File: src/pkg/acq_pkg.sv
// Constants, field layout and types for the humidity/temperature acquisition control
package acq_pkg;
  // ---------------------------------------------------------------
  // Register addresses seen through the bus pointer
  // ---------------------------------------------------------------
  localparam logic [7:0] ADDR_TEMP_LO = 8'h00;
  localparam logic [7:0] ADDR_TEMP_HI = 8'h01;
  localparam logic [7:0] ADDR_HUM_LO = 8'h02;
  localparam logic [7:0] ADDR_HUM_HI = 8'h03;
  localparam logic [7:0] ADDR_RESET_INT_CTRL = 8'h0E;
  localparam logic [7:0] ADDR_MEAS_SETUP = 8'h0F;
  // ---------------------------------------------------------------
  // Field positions
  // ---------------------------------------------------------------
  localparam int BIT_RESTART = 7;     // software_restart_bit
  localparam int RATE_MSB = 6;        // periodic_rate_select
  localparam int RATE_LSB = 4;
  localparam int BIT_HEAT_EN = 3;
  localparam int BIT_PIN_EN = 2;
  localparam int BIT_PIN_POL = 1;
  localparam int BIT_PIN_MODE = 0;
  localparam int TRES_MSB = 7;
  localparam int TRES_LSB = 6;
  localparam int HRES_MSB = 5;
  localparam int HRES_LSB = 4;
  localparam int MODE_MSB = 2;
  localparam int MODE_LSB = 1;
  localparam int BIT_START = 0;       // conversion_start_bit
  // ---------------------------------------------------------------
  // Reset values and encodings
  // ---------------------------------------------------------------
  localparam logic [7:0] CTRL_RESET = 8'h00;
  localparam logic [7:0] SETUP_RESET = 8'h00;
  localparam logic [2:0] RATE_ONE_SHOT = 3'h0;
  localparam logic [1:0] RES_14 = 2'h0;
  localparam logic [1:0] RES_11 = 2'h1;
  localparam logic [1:0] RES_9 = 2'h2;
  localparam logic [1:0] MEAS_TEMP_ONLY = 2'h1;
  localparam logic [1:0] MEAS_HUM_ONLY = 2'h2;
  localparam int CODE_W = 14;
  localparam int NUM_RATES = 7;
  // ---------------------------------------------------------------
  // Timing
  // ---------------------------------------------------------------
  localparam int unsigned CLK_FREQ_KHZ = 20000;
  // ---------------------------------------------------------------
  // Types
  // ---------------------------------------------------------------
  typedef enum logic {CS_SLEEP, CS_MEASURE} conv_state_t;
  typedef enum logic [2:0] {IS_IDLE, IS_RECV, IS_ACK, IS_SEND, IS_HOST_ACK} bus_state_t;
endpackage

File: src/rtl/humidity_temp_acquisition_ctrl.sv
// Acquisition control with bus target port, result registers and ready/alarm pin
//
// Functional notes
// - Power-up lands in sleep, waiting for commands.
// - Trigger wakes, converts, stores results, sleeps.
// - One-shot converts only on host trigger.
// - Seven periodic rates chosen by rate field.
// - Periodic mode repeats conversions at selected rate.
// - Reads return register selected by pointer.
// - Pointer advances after every data byte read or written, not after the address or pointer byte.
// - Pin polarity and mode follow control bits.
// - One pin shares ready and alarm duties.
// - Pin can flag threshold crossings.
// - Results are high byte shifted plus low.
// - Result codes are plain unsigned binary.
// - Two low result bits read zero.
// - Restart bit reloads defaults, then self-clears.
`timescale 1ns/100ps
module humidity_temp_acquisition_ctrl
  import acq_pkg::*;
#(
  parameter logic [6:0] TARGET_ADDR = 7'h40,
  parameter int unsigned RATE_MS [1:NUM_RATES] = '{120000, 60000, 10000, 5000, 1000, 500, 200}
) (
  input wire logic clk,
  input wire logic rst_n,
  input wire logic ce,
  input wire logic scl_i,
  input wire logic sda_i,
  output logic sda_o,
  output logic sda_oe,
  output logic ready_alarm_pin,
  output logic heater_enable,
  output logic conv_start,
  output logic conv_temp_en,
  output logic conv_hum_en,
  input wire logic conv_done,
  input wire logic [CODE_W-1:0] conv_temp_code,
  input wire logic [CODE_W-1:0] conv_hum_code,
  input wire logic alarm_enable,
  input wire logic [15:0] temp_alarm_limit,
  input wire logic [15:0] hum_alarm_limit
);
  // ---------------------------------------------------------------
  // Declarations
  // ---------------------------------------------------------------
  logic scl_s1_r, scl_s2_r, scl_s3_r;  // Clock line synchroniser and history
  logic sda_s1_r, sda_s2_r, sda_s3_r;  // Data line synchroniser and history
  bus_state_t bus_r;                   // Target port state
  logic [7:0] shift_r;                 // Byte shifter, in and out
  logic [3:0] bitcnt_r;                // Bits of current byte
  logic is_addr_r;                     // Current byte is the address byte
  logic reading_r;                     // Transaction direction is read
  logic first_wr_r;                    // Next written byte is the pointer
  logic sda_oe_r;                      // Line pulled low while high
  logic [7:0] ptr_r;                   // Register pointer
  logic [7:0] ctrl_r;                  // reset_interrupt_control
  logic [7:0] setup_r;                 // measurement_setup
  logic restart_r;                     // One-cycle restart pulse
  logic [15:0] temp_r, hum_r;          // Result registers
  conv_state_t cs_r;                   // Sleep or measure
  logic [31:0] timer_r;                // Periodic countdown
  logic conv_start_r, update_r;        // Start pulse; results just stored
  logic ready_flag_r, alarm_flag_r;    // Sticky pin sources
  logic pin_r;                         // Pin level
  logic scl_rise, scl_fall, bus_start, bus_stop;
  logic tx_load, wr_byte, reg_wr, start_conv, done_ok, periodic, result_read, over;
  logic [7:0] rd_data;
  logic [2:0] rate;

  // Convert a rate code into a clock count
  function automatic logic [31:0] rate_cycles(input logic [2:0] code);
    logic [63:0] prod;
    prod = 64'(RATE_MS[int'(code)]) * 64'(CLK_FREQ_KHZ);
    return prod[31:0];
  endfunction

  // Place a code in the high bits and trim to the selected resolution
  function automatic logic [15:0] shape(input logic [CODE_W-1:0] code, input logic [1:0] res);
    logic [CODE_W-1:0] m;
    m = code;
    if (res == RES_11) begin
      m[2:0] = 3'h0;
    end else if (res == RES_9) begin
      m[4:0] = 5'h00;
    end
    return {m, 2'h0};
  endfunction

  // ---------------------------------------------------------------
  // Line synchronisers and bus events
  // ---------------------------------------------------------------
  // Two flops per line, third stage only for edge history
  always_ff @(posedge clk) begin
    if (!rst_n) begin
      {scl_s1_r, scl_s2_r, scl_s3_r} <= 3'h7;
      {sda_s1_r, sda_s2_r, sda_s3_r} <= 3'h7;
    end else if (ce) begin
      {scl_s1_r, scl_s2_r, scl_s3_r} <= {scl_i, scl_s1_r, scl_s2_r};
      {sda_s1_r, sda_s2_r, sda_s3_r} <= {sda_i, sda_s1_r, sda_s2_r};
    end
  end

  assign scl_rise = ce && scl_s2_r && !scl_s3_r;
  assign scl_fall = ce && !scl_s2_r && scl_s3_r;
  assign bus_start = ce && scl_s2_r && scl_s3_r && sda_s3_r && !sda_s2_r;
  assign bus_stop = ce && scl_s2_r && scl_s3_r && !sda_s3_r && sda_s2_r;
  // Byte loaded for the host; byte received from the host
  assign tx_load = scl_fall && !bus_start && !bus_stop && bus_r == IS_ACK && reading_r;
  assign wr_byte = scl_fall && !bus_start && !bus_stop && bus_r == IS_RECV &&
                   bitcnt_r == 4'h8 && !is_addr_r;
  assign reg_wr = wr_byte && !first_wr_r;

  // Read data selected by pointer, unmapped reads as zero
  always_comb begin
    case (ptr_r)
      ADDR_TEMP_LO: rd_data = temp_r[7:0];
      ADDR_TEMP_HI: rd_data = temp_r[15:8];
      ADDR_HUM_LO: rd_data = hum_r[7:0];
      ADDR_HUM_HI: rd_data = hum_r[15:8];
      ADDR_RESET_INT_CTRL: rd_data = ctrl_r;
      ADDR_MEAS_SETUP: rd_data = setup_r;
      default: rd_data = 8'h00;
    endcase
  end

  // ---------------------------------------------------------------
  // Target port state machine
  // ---------------------------------------------------------------
  // Samples on clock rise, changes the line on clock fall
  always_ff @(posedge clk) begin
    if (!rst_n) begin
      bus_r <= IS_IDLE;
      shift_r <= 8'h00;
      bitcnt_r <= 4'h0;
      is_addr_r <= 1'b0;
      reading_r <= 1'b0;
      first_wr_r <= 1'b0;
      sda_oe_r <= 1'b0;
    end else if (bus_start) begin
      // Start or repeated start: expect address
      bus_r <= IS_RECV;
      bitcnt_r <= 4'h0;
      is_addr_r <= 1'b1;
      sda_oe_r <= 1'b0;
    end else if (bus_stop) begin
      bus_r <= IS_IDLE;
      sda_oe_r <= 1'b0;
    end else begin
      case (bus_r)
        IS_RECV: begin
          if (scl_rise) begin
            shift_r <= {shift_r[6:0], sda_s2_r};
            bitcnt_r <= bitcnt_r + 4'h1;
          end else if (scl_fall && bitcnt_r == 4'h8) begin
            if (!is_addr_r) begin
              // Data byte: acknowledge, pointer taken at most once
              first_wr_r <= 1'b0;
              sda_oe_r <= 1'b1;
              bus_r <= IS_ACK;
            end else if (shift_r[7:1] == TARGET_ADDR) begin
              reading_r <= shift_r[0];
              first_wr_r <= 1'b1;
              sda_oe_r <= 1'b1;
              bus_r <= IS_ACK;
            end else begin
              bus_r <= IS_IDLE; // Not ours
            end
          end
        end
        IS_ACK: begin
          if (scl_fall) begin
            is_addr_r <= 1'b0;
            if (reading_r) begin
              // Load next byte and drive its top bit
              shift_r <= rd_data;
              sda_oe_r <= !rd_data[7];
              bitcnt_r <= 4'h1;
              bus_r <= IS_SEND;
            end else begin
              sda_oe_r <= 1'b0;
              bitcnt_r <= 4'h0;
              bus_r <= IS_RECV;
            end
          end
        end
        IS_SEND: begin
          if (scl_fall) begin
            if (bitcnt_r == 4'h8) begin
              sda_oe_r <= 1'b0;
              bus_r <= IS_HOST_ACK;
            end else begin
              sda_oe_r <= !shift_r[6];
              shift_r <= {shift_r[6:0], 1'b0};
              bitcnt_r <= bitcnt_r + 4'h1;
            end
          end
        end
        IS_HOST_ACK: begin
          // Host ack continues the burst, nack ends it
          if (scl_rise) begin
            bus_r <= sda_s2_r ? IS_IDLE : IS_ACK;
          end
        end
        default: bus_r <= IS_IDLE;
      endcase
    end
  end

  assign sda_o = 1'b0;
  assign sda_oe = sda_oe_r;

  // ---------------------------------------------------------------
  // Register pointer
  // ---------------------------------------------------------------
  // Loaded by the first written byte, stepped after every later data byte
  always_ff @(posedge clk) begin
    if (!rst_n) begin
      ptr_r <= 8'h00;
    end else if (wr_byte && first_wr_r) begin
      ptr_r <= shift_r;
    end else if (reg_wr || tx_load) begin
      ptr_r <= ptr_r + 8'h01;
    end
  end

  AST_PTR_STEP: assert property (@(posedge clk) disable iff (!rst_n)
    tx_load |=> ptr_r == $past(ptr_r) + 8'h01)
    else $error("pointer did not step after a read byte");
  AST_READ_SOURCE: assert property (@(posedge clk) disable iff (!rst_n)
    tx_load && ptr_r == ADDR_HUM_HI |=> shift_r == hum_r[15:8])
    else $error("read byte not taken from pointed register");

  // ---------------------------------------------------------------
  // Configuration registers
  // ---------------------------------------------------------------
  // Restart pulse follows a write of the restart bit
  always_ff @(posedge clk) begin
    if (!rst_n) begin
      restart_r <= 1'b0;
    end else if (ce) begin
      restart_r <= reg_wr && ptr_r == ADDR_RESET_INT_CTRL && shift_r[BIT_RESTART];
    end
  end

  // Control register; restart reloads defaults and clears itself
  always_ff @(posedge clk) begin
    if (!rst_n || (ce && restart_r)) begin
      ctrl_r <= CTRL_RESET;
    end else if (reg_wr && ptr_r == ADDR_RESET_INT_CTRL) begin
      ctrl_r <= shift_r;
    end
  end

  // Setup register; start bit dropped when a one-shot finishes
  always_ff @(posedge clk) begin
    if (!rst_n || (ce && restart_r)) begin
      setup_r <= SETUP_RESET;
    end else if (reg_wr && ptr_r == ADDR_MEAS_SETUP) begin
      setup_r <= shift_r;
    end else if (done_ok && !periodic) begin
      setup_r[BIT_START] <= 1'b0;
    end
  end

  AST_RESTART: assert property (@(posedge clk) disable iff (!rst_n)
    ce && restart_r |=> ctrl_r == CTRL_RESET && setup_r == SETUP_RESET)
    else $error("restart did not reload defaults");

  assign heater_enable = ctrl_r[BIT_HEAT_EN];

  // ---------------------------------------------------------------
  // Conversion sequencing
  // ---------------------------------------------------------------
  assign rate = ctrl_r[RATE_MSB:RATE_LSB];
  assign periodic = rate != RATE_ONE_SHOT;
  assign start_conv = ce && !restart_r && cs_r == CS_SLEEP && setup_r[BIT_START] &&
                      (!periodic || timer_r == 32'h0);
  assign done_ok = ce && !restart_r && cs_r == CS_MEASURE && conv_done;

  // Sleep until triggered, measure until converter reports
  always_ff @(posedge clk) begin
    if (!rst_n || (ce && restart_r)) begin
      cs_r <= CS_SLEEP;
    end else if (start_conv) begin
      cs_r <= CS_MEASURE;
    end else if (done_ok) begin
      cs_r <= CS_SLEEP;
    end
  end

  // Periodic countdown: first conversion at once, then every period
  always_ff @(posedge clk) begin
    if (!rst_n) begin
      timer_r <= 32'h0;
    end else if (ce) begin
      if (!periodic || !setup_r[BIT_START] || restart_r) begin
        timer_r <= 32'h0;
      end else if (start_conv) begin
        timer_r <= rate_cycles(rate) - 32'h1;
      end else if (timer_r != 32'h0) begin
        timer_r <= timer_r - 32'h1;
      end
    end
  end

  // Converter start pulse and channel selection
  always_ff @(posedge clk) begin
    if (!rst_n) begin
      conv_start_r <= 1'b0;
      conv_temp_en <= 1'b0;
      conv_hum_en <= 1'b0;
    end else if (ce) begin
      conv_start_r <= start_conv;
      conv_temp_en <= setup_r[MODE_MSB:MODE_LSB] != MEAS_HUM_ONLY;
      conv_hum_en <= setup_r[MODE_MSB:MODE_LSB] != MEAS_TEMP_ONLY;
    end
  end
  assign conv_start = conv_start_r;

  AST_SLEEP_AT_RESET: assert property (@(posedge clk) disable iff (!rst_n)
    $rose(rst_n) |-> cs_r == CS_SLEEP && !conv_start_r)
    else $error("not asleep after reset");
  AST_ONE_SHOT_ONCE: assert property (@(posedge clk) disable iff (!rst_n)
    done_ok && !periodic && !reg_wr |=> cs_r == CS_SLEEP && !setup_r[BIT_START])
    else $error("one-shot did not return to sleep");
  AST_PERIOD_RELOAD: assert property (@(posedge clk) disable iff (!rst_n)
    start_conv && periodic && !reg_wr |=> timer_r == rate_cycles($past(rate)) - 32'h1)
    else $error("periodic timer not loaded from rate");
  AST_NO_SELF_START: assert property (@(posedge clk) disable iff (!rst_n)
    cs_r == CS_SLEEP && !setup_r[BIT_START] |-> !start_conv)
    else $error("conversion started without trigger");

  // ---------------------------------------------------------------
  // Result registers
  // ---------------------------------------------------------------
  // Unsigned codes, high byte over low, two low bits zero
  always_ff @(posedge clk) begin
    if (!rst_n || (ce && restart_r)) begin
      temp_r <= 16'h0000;
      hum_r <= 16'h0000;
    end else if (done_ok) begin
      if (conv_temp_en) begin
        temp_r <= shape(conv_temp_code, setup_r[TRES_MSB:TRES_LSB]);
      end
      if (conv_hum_en) begin
        hum_r <= shape(conv_hum_code, setup_r[HRES_MSB:HRES_LSB]);
      end
    end
  end

  AST_LOW_BITS: assert property (@(posedge clk) disable iff (!rst_n)
    temp_r[1:0] == 2'h0 && hum_r[1:0] == 2'h0)
    else $error("reserved result bits not zero");

  // ---------------------------------------------------------------
  // Ready and alarm flags, shared pin
  // ---------------------------------------------------------------
  assign result_read = tx_load && ptr_r <= ADDR_HUM_HI;
  assign over = alarm_enable && (temp_r > temp_alarm_limit || hum_r > hum_alarm_limit);

  // Flags raised one cycle after results land; a set beats a read
  always_ff @(posedge clk) begin
    if (!rst_n || (ce && restart_r)) begin
      update_r <= 1'b0;
      ready_flag_r <= 1'b0;
      alarm_flag_r <= 1'b0;
    end else if (ce) begin
      update_r <= done_ok;
      if (update_r) begin
        ready_flag_r <= 1'b1;
      end else if (result_read) begin
        ready_flag_r <= 1'b0;
      end
      if (update_r && over) begin
        alarm_flag_r <= 1'b1;
      end else if (result_read) begin
        alarm_flag_r <= 1'b0;
      end
    end
  end

  // Pin: sticky sources or live comparison, then polarity
  always_ff @(posedge clk) begin
    if (!rst_n) begin
      pin_r <= 1'b0;
    end else if (ce) begin
      pin_r <= (ctrl_r[BIT_PIN_EN] && (ready_flag_r ||
               (ctrl_r[BIT_PIN_MODE] ? over : alarm_flag_r))) == ctrl_r[BIT_PIN_POL];
    end
  end
  assign ready_alarm_pin = pin_r;

  AST_READY_AFTER_DATA: assert property (@(posedge clk) disable iff (!rst_n)
    $rose(ready_flag_r) |-> $past(update_r) && $past(done_ok, 2))
    else $error("ready raised before results stored");
  AST_PIN_IDLE: assert property (@(posedge clk) disable iff (!rst_n)
    ce && !ctrl_r[BIT_PIN_EN] && !restart_r && !reg_wr [*2] |->
    ready_alarm_pin == !ctrl_r[BIT_PIN_POL])
    else $error("disabled pin not at inactive level");
  AST_ALARM_PIN: assert property (@(posedge clk) disable iff (!rst_n)
    ce && ctrl_r[BIT_PIN_EN] && ctrl_r[BIT_PIN_POL] && !ctrl_r[BIT_PIN_MODE] && alarm_flag_r &&
    !restart_r && !reg_wr
    |=> ready_alarm_pin)
    else $error("alarm not shown on pin");
endmodule

File: config.mk
export PLATFORM = sky130hd
export DESIGN_NAME = humidity_temp_acquisition_ctrl
export DESIGN_NICKNAME = d
export VERILOG_FILES = /design/src/pkg/acq_pkg.sv /design/src/rtl/humidity_temp_acquisition_ctrl.sv
export SDC_FILE = /design/constraint.sdc
export NUM_CORES = 1
export LEC_CHECK = 0
export BUFFER_PORTS_ARGS = -buffer_cell sky130_fd_sc_hd__buf_4
export CAP_MARGIN = 20
export CORE_UTILIZATION = 40
export CTS_CLUSTER_SIZE = 12
export DETAILED_ROUTE_END_ITERATION = 7
export PLACE_DENSITY_LB_ADDON = 0.25
export SLEW_MARGIN = 20
export SYNTH_ARGS = -nofsm -noshare
export SYNTH_HDL_FRONTEND = slang
export SYNTH_SLANG_ARGS = --single-unit
File: constraint.sdc
create_clock -name clk -period 18.1 [get_ports clk]
set_input_delay 2.715 -clock clk [delete_from_list [all_inputs] [get_ports clk]]
set_output_delay 2.715 -clock clk [all_outputs]
set_load 0.01 [all_outputs]
## After elaboration in Yosys (flattened, before gate mapping)

Memories as Yosys holds them, arrays and structs flattened.
Cells that the tools add are included.

- Register bits: 118
- Bits in read-only memories: 256
- Bits of input ports: 67
- Output and inout bits: 7
- Logic and storage cells: 226
- Memories: 1

- Add/subtract/negate cells: 4
- Multiply operators: 1
- $lt $le $gt $ge: 4
- Eq/ne operators: 36
- Multiplexer cells: 61
- Bitwise operators: 6
- Reduce and logical (&&, ||, !) cells: 83

Memory list:

| memory | words | bits a word | rd ports | clocked after memory_dff | wr ports | line | source |
|---|---|---|---|---|---|---|---|
| (no name shown) | 8 | 32 | 1 | 0 | 0 | humidity_temp_acquisition_ctrl.sv:74 | `prod = 64'(RATE_MS[int'(code)]) * 64'(CLK_FREQ_KHZ);` |

Operators with widths:

| cell | count |
|---|---|
| $mux W32 | 5 |
| $sub A32 B1 Y32 const B | 2 |
| $mux W8 | 7 |
| $pmux W8 S6 | 1 |
| $logic_and A1 B1 Y1 | 34 |
| $ge A32 B4 Y1 const B | 1 |
| $gt A16 B16 Y1 | 2 |
| $logic_not A32 Y1 | 1 |
| $mul A32 B10 Y27 const B | 1 |
| $not A3 Y32 | 1 |
| $reduce_bool A32 Y1 | 1 |
| $reduce_and A6 Y1 | 5 |
| $mux W1 | 24 |
| $mux W3 | 8 |
| $pmux W8 S3 | 1 |
| $ne A2 B2 Y1 const B | 10 |
| $ne A4 B4 Y1 const B | 5 |
| $eq A8 B2 Y1 const B | 2 |
| $eq A8 B4 Y1 const B | 2 |
| $mux W4 | 4 |
| $logic_not A1 Y1 | 14 |
| $reduce_bool A2 Y1 | 7 |
| $mux W2 | 6 |
| $pmux W3 S4 | 1 |
| other kinds (28) | 50 |

## Logic depth before layout (Yosys ltp)

- Depth after elaboration: 14
- Gate-level depth with buffers: 24
- Depth with buffers taken out: 23

## Least setup slack after synthesis

OpenSTA, ideal clock, no wires.

- Path type: register to register
- Start point: register ctrl_r[5]
- End point: register timer_r[30]
- Arrival: 5612 ps
- Required time: 17973 ps
- Setup slack: 12361 ps
- Cell stages (with the launch flop): 25
- Path buffers: 1
- Clock period less this slack: 5739 ps
- Cells stage by stage: dfxtp_1 -> clkbuf_1 -> inv_1 -> ha_1 -> nand2_1 -> nand2_1 -> inv_1 -> xnor2_1 -> ha_1 -> and3_1 -> fa_1 -> ha_1 -> inv_1 -> fa_1 -> inv_1 -> ha_1 -> and2_1 -> o21ai_0 -> nand4b_1 -> o32ai_1 -> mux2i_1 -> o211ai_1 -> nor4b_1 -> a21oi_1 -> or3_1

- Cells in the longest elaborated chain, start to end: 8
- Elaborated cells on any way between the ends: 16

Ends and longest elaborated chain:

| what | line | source |
|---|---|---|
| from (decl) | humidity_temp_acquisition_ctrl.sv:57 | `logic [7:0] ctrl_r;` |
| from (signal assigned) | humidity_temp_acquisition_ctrl.sv:251 | `ctrl_r <= shift_r;` |
| $not A3 Y32 (implied by the code) | humidity_temp_acquisition_ctrl.sv:74 |  |
| $mem_v2 Z8 W32 | - |  |
| $mux W32 (implied by the code) (2 in series) | humidity_temp_acquisition_ctrl.sv:74 |  |
| $mul A32 B10 Y27 | humidity_temp_acquisition_ctrl.sv:74 |  |
| $sub A32 B1 Y32 | humidity_temp_acquisition_ctrl.sv:300 | `timer_r <= rate_cycles(rate) - 32'h1;` |
| $mux W32 | humidity_temp_acquisition_ctrl.sv:299 | `end else if (start_conv) begin` |
| $mux W32 | humidity_temp_acquisition_ctrl.sv:297 | `if (!periodic \|\| !setup_r[BIT_START] \|\| restart_r) begin` |
| to (signal assigned) | humidity_temp_acquisition_ctrl.sv:300 |  |
| to (signal assigned) | humidity_temp_acquisition_ctrl.sv:302 | `timer_r <= timer_r - 32'h1;` |
| to (decl) | humidity_temp_acquisition_ctrl.sv:62 | `logic [31:0] timer_r;` |

Parallel ways exist; a longest one is shown, timed or not. The select of a mux whose other input is x is not followed.
A chain may end at the register's enable or synchronous reset.

## Worst setup path in the final report

Same ends and word-level chain as after synthesis.

==> flow_summary.yaml <==
setup_path:
  start_kind: "flip-flop"
  critical_path.max_fanout: 22
  path_class: "flip-flop to flip-flop"
  crit_required_ns: 18.40
  end_kind: "flip-flop"
  arrival_ns: 6.87
synthesis:
  synth_cell_types: 78
  ys.flop_type: "dfxtp_1"
  async_flop_share: 0
  synthCells: 1236
  yosysWarnings: 0
  synth_edf_count: 0
  syn_avg_cell_area_um2: 7.651
  ys_seq_area_frac: 0.2498
  synth_area_mm2: 0.009457
  synth_seq_cells: 118
  syn_nets: 1417
placement:
  gp_congestion: 0.9508
  detailed_place_hpwl_um: 19620
  port_buffers: 72
  dp.cells: 1574
drt:
  firstDrtPassIters: 8
  vias: 9085
  routed_wl_um: 26510
  ant_nets: 0
  drtIter0Drc: 910
  wire_per_inst_um: 16.51
  viasPerCell: 5.657
  drc: 0
floorplanning:
  die-area_mm2: 0.02426
  fp.dieH_um: 155.8
  die_w_um: 155.8
  rows: 55
  pin_count: 74
  core_area_mm2: 0.02292
  start_util: 0.4127
clock_tree:
  cts_tree: "built"
  clk_latency_ns: 0.43
  cts.clk_slew.worst_paths_ns: 0.06
  htree_levels: 4
  cts_resized: 0
  cts_root_buffer: "clkbuf_16"
  numCtsBuffers: 17
  post_cts_buffers: 0
  ctsHoldBuffers: 0
  clk_path_buf_depth: 2
  clkSinkCount: 118
global_route:
  gr-total-overflow: 0
  grt.total_usage: 0.2243
  grt_pass1_vias: 8536
  grt_first_pass_wirelength_um: 43710
  grt_max_degree: 63
  antenna_found_initial: 0
final_layout:
  nNetsFinal: 1461
  fill_cells: 2287
  area_delta_synth_final_pct: 14.61
  drive_above_1_share: 0.1013
  antenna_cells: 0
  final_cells: 1606
sta:
  min_period_over_period: 0.3627
  fin_worst_skew_ns: 0.01326
  period_needed_ns: 6.565
  fin_tns_setup_ns: 0
  fmax_ghz: 0.1523
  drv_slew: 0
  hold_viol: 0
  tightestPinTransition_ns: 0.7564
  setup_viol: 0
  maxSlewHeadroom: 0.4954
  rsz0062_at_grt: "no"
outcome:
  status: "finished, final reports clean"
power_and_ir_drop:
  peakVddDrop_v: 0.00005137
  p_leak_nw: 4.594
  power.density_mw_per_mm2: 60.76
flow_run:
  maxCapViolCount: 0
min_path:
  min_path_type: "flip-flop to flip-flop"
cells by family (layout without fill, tap and decap cells):
logic type                 after synthesis  after routing  share of synthesized area
DFF                                    118            118                     0.2498
AOI/OAI and AO/OA                      327            327                     0.2296
buffers and inverters                  138            195                    0.05663
and+or+nand+nor                        475            475                     0.2432
xor gates and xnor gates                52             52                    0.04816
muxes                                   11             11                    0.01191
other                                    1              1                  0.0003965
adders and majority gates              114            114                     0.1604
per-stage QoR:
stage	hold WS (ns)	total power, mW	setup slack [ns]	instance area, um^2	util
2_1_floorplan	0.4312	0.3011	12.36	9457	-
3_3_place_gp	0.4389	0.3212	11.80	10230	0.4464
3_5_place_dp	0.4457	0.3216	11.62	10230	0.4464
4_1_cts	0.4545	0.6646	11.59	10840	0.4728
5_1_grt	0.4773	0.6848	11.01	10840	0.4729
6_report	0.4517	0.6585	11.54	10840	0.4729
power breakdown:
part | switching, mW | total [mW] | internal, mW
combinational | 0.0285 | 0.0521 | 0.0236
sequential | 0.00246 | 0.264 | 0.262
clock | 0.155 | 0.342 | 0.187
total | 0.186 | 0.659 | 0.472
routing by layer:
metal	vias up	part of all wire	track usage
li1	4519	-	-
met1	4292	0.46	0.2931
met2	237	0.48	0.3788
met3	37	0.045	0.03194
met4	0	0.020	0.07236
met5	-	0	0
area by class of cell:
| class | instances | area, um^2 | share of cell area |
|---|---|---|---|
| Clock buffer | 17 | 425.4 | 0.03925 |
| Clock inverter | 15 | 181.4 | 0.01674 |
| Multi-Input combinational cell | 980 | 6561 | 0.6054 |
| Tap cell | 313 | 391.6 | 0.03613 |
| Sequential cell | 118 | 2362 | 0.2180 |
| Timing Repair Buffer | 81 | 608.1 | 0.05611 |
| Inverter | 82 | 307.8 | 0.02840 |
worst paths after layout:
path,depth (start not counted),slack (ns),endpoint,start
worst min register to register,2,0.45,setup_r[3],setup_r[3]
worst max register to register,23,11.54,timer_r[30],ctrl_r[5]
worst max-delay path,23,11.54,timer_r[30],ctrl_r[5]
worst min-delay path,2,0.45,setup_r[3],setup_r[3]
placed cells by master, fill, tap and decap left out, types with 8 or more instances in the layout:
master / count
a222oi_1: 14
or3_1: 14
a21oi_1: 92
o21ai_0: 62
nor2b_1: 16
nor2_1: 92
and3_1: 8
nand4_1: 14
buf_4: 81
nor3_1: 26
dfxtp_1: 118
fa_1: 12
mux2i_1: 9
inv_1: 80
a21boi_0: 20
nand2b_1: 13
xor2_1: 18
o211ai_1: 14
a211oi_1: 14
xnor2_1: 34
clkbuf_16: 17
nor4_1: 21
nand2_1: 173
a21o_1: 26
a22oi_1: 10
ha_1: 102
and2_1: 13
a31oi_1: 17
nand3_1: 44
flip-flops by register name, indices dropped and copies added (netlist names), 4 cells and up:
signal and flops:
setup_r 8, shift_r 8, timer_r 32, bitcnt_r 4, temp_r 14, ptr_r 8, ctrl_r 8, hum_r 14
worst max-delay path, stage by stage, from the launching register on:
cell and delay (ns):
dfxtp_1 0.79, inv_1 0.28, ha_1 0.36, nand2_1 0.05, nand2_1 0.23, inv_1 0.17
xnor2_1 0.23, ha_1 0.25, and3_1 0.18, fa_1 0.40, ha_1 0.29, inv_1 0.05
fa_1 0.49, inv_1 0.04, ha_1 0.20, and2_1 0.15, o21ai_0 0.45, nand4b_1 0.16
o32ai_1 0.50, mux2i_1 0.28, o211ai_1 0.12, nor4b_1 0.38, a21oi_1 0.07, or3_1 0.34
Yosys cell counts (16+ instances only):
master / number / area (um^2)
nand2_1: 173 / 649.4
dfxtp_1: 118 / 2362
ha_1: 102 / 1276
nor2_1: 93 / 349.1
a21oi_1: 92 / 460.4
inv_1: 80 / 300.3
o21ai_0: 62 / 310.3
clkbuf_1: 46 / 172.7
nand3_1: 44 / 220.2
xnor2_1: 34 / 297.8
a21o_1: 26 / 195.2
nor3_1: 26 / 130.1
nor4_1: 21 / 131.4
a21boi_0: 20 / 150.1
xor2_1: 18 / 157.7
a31oi_1: 17 / 106.4
nor2b_1: 16 / 100.1
No activity file was read; power rests on OpenSTA's default activity.
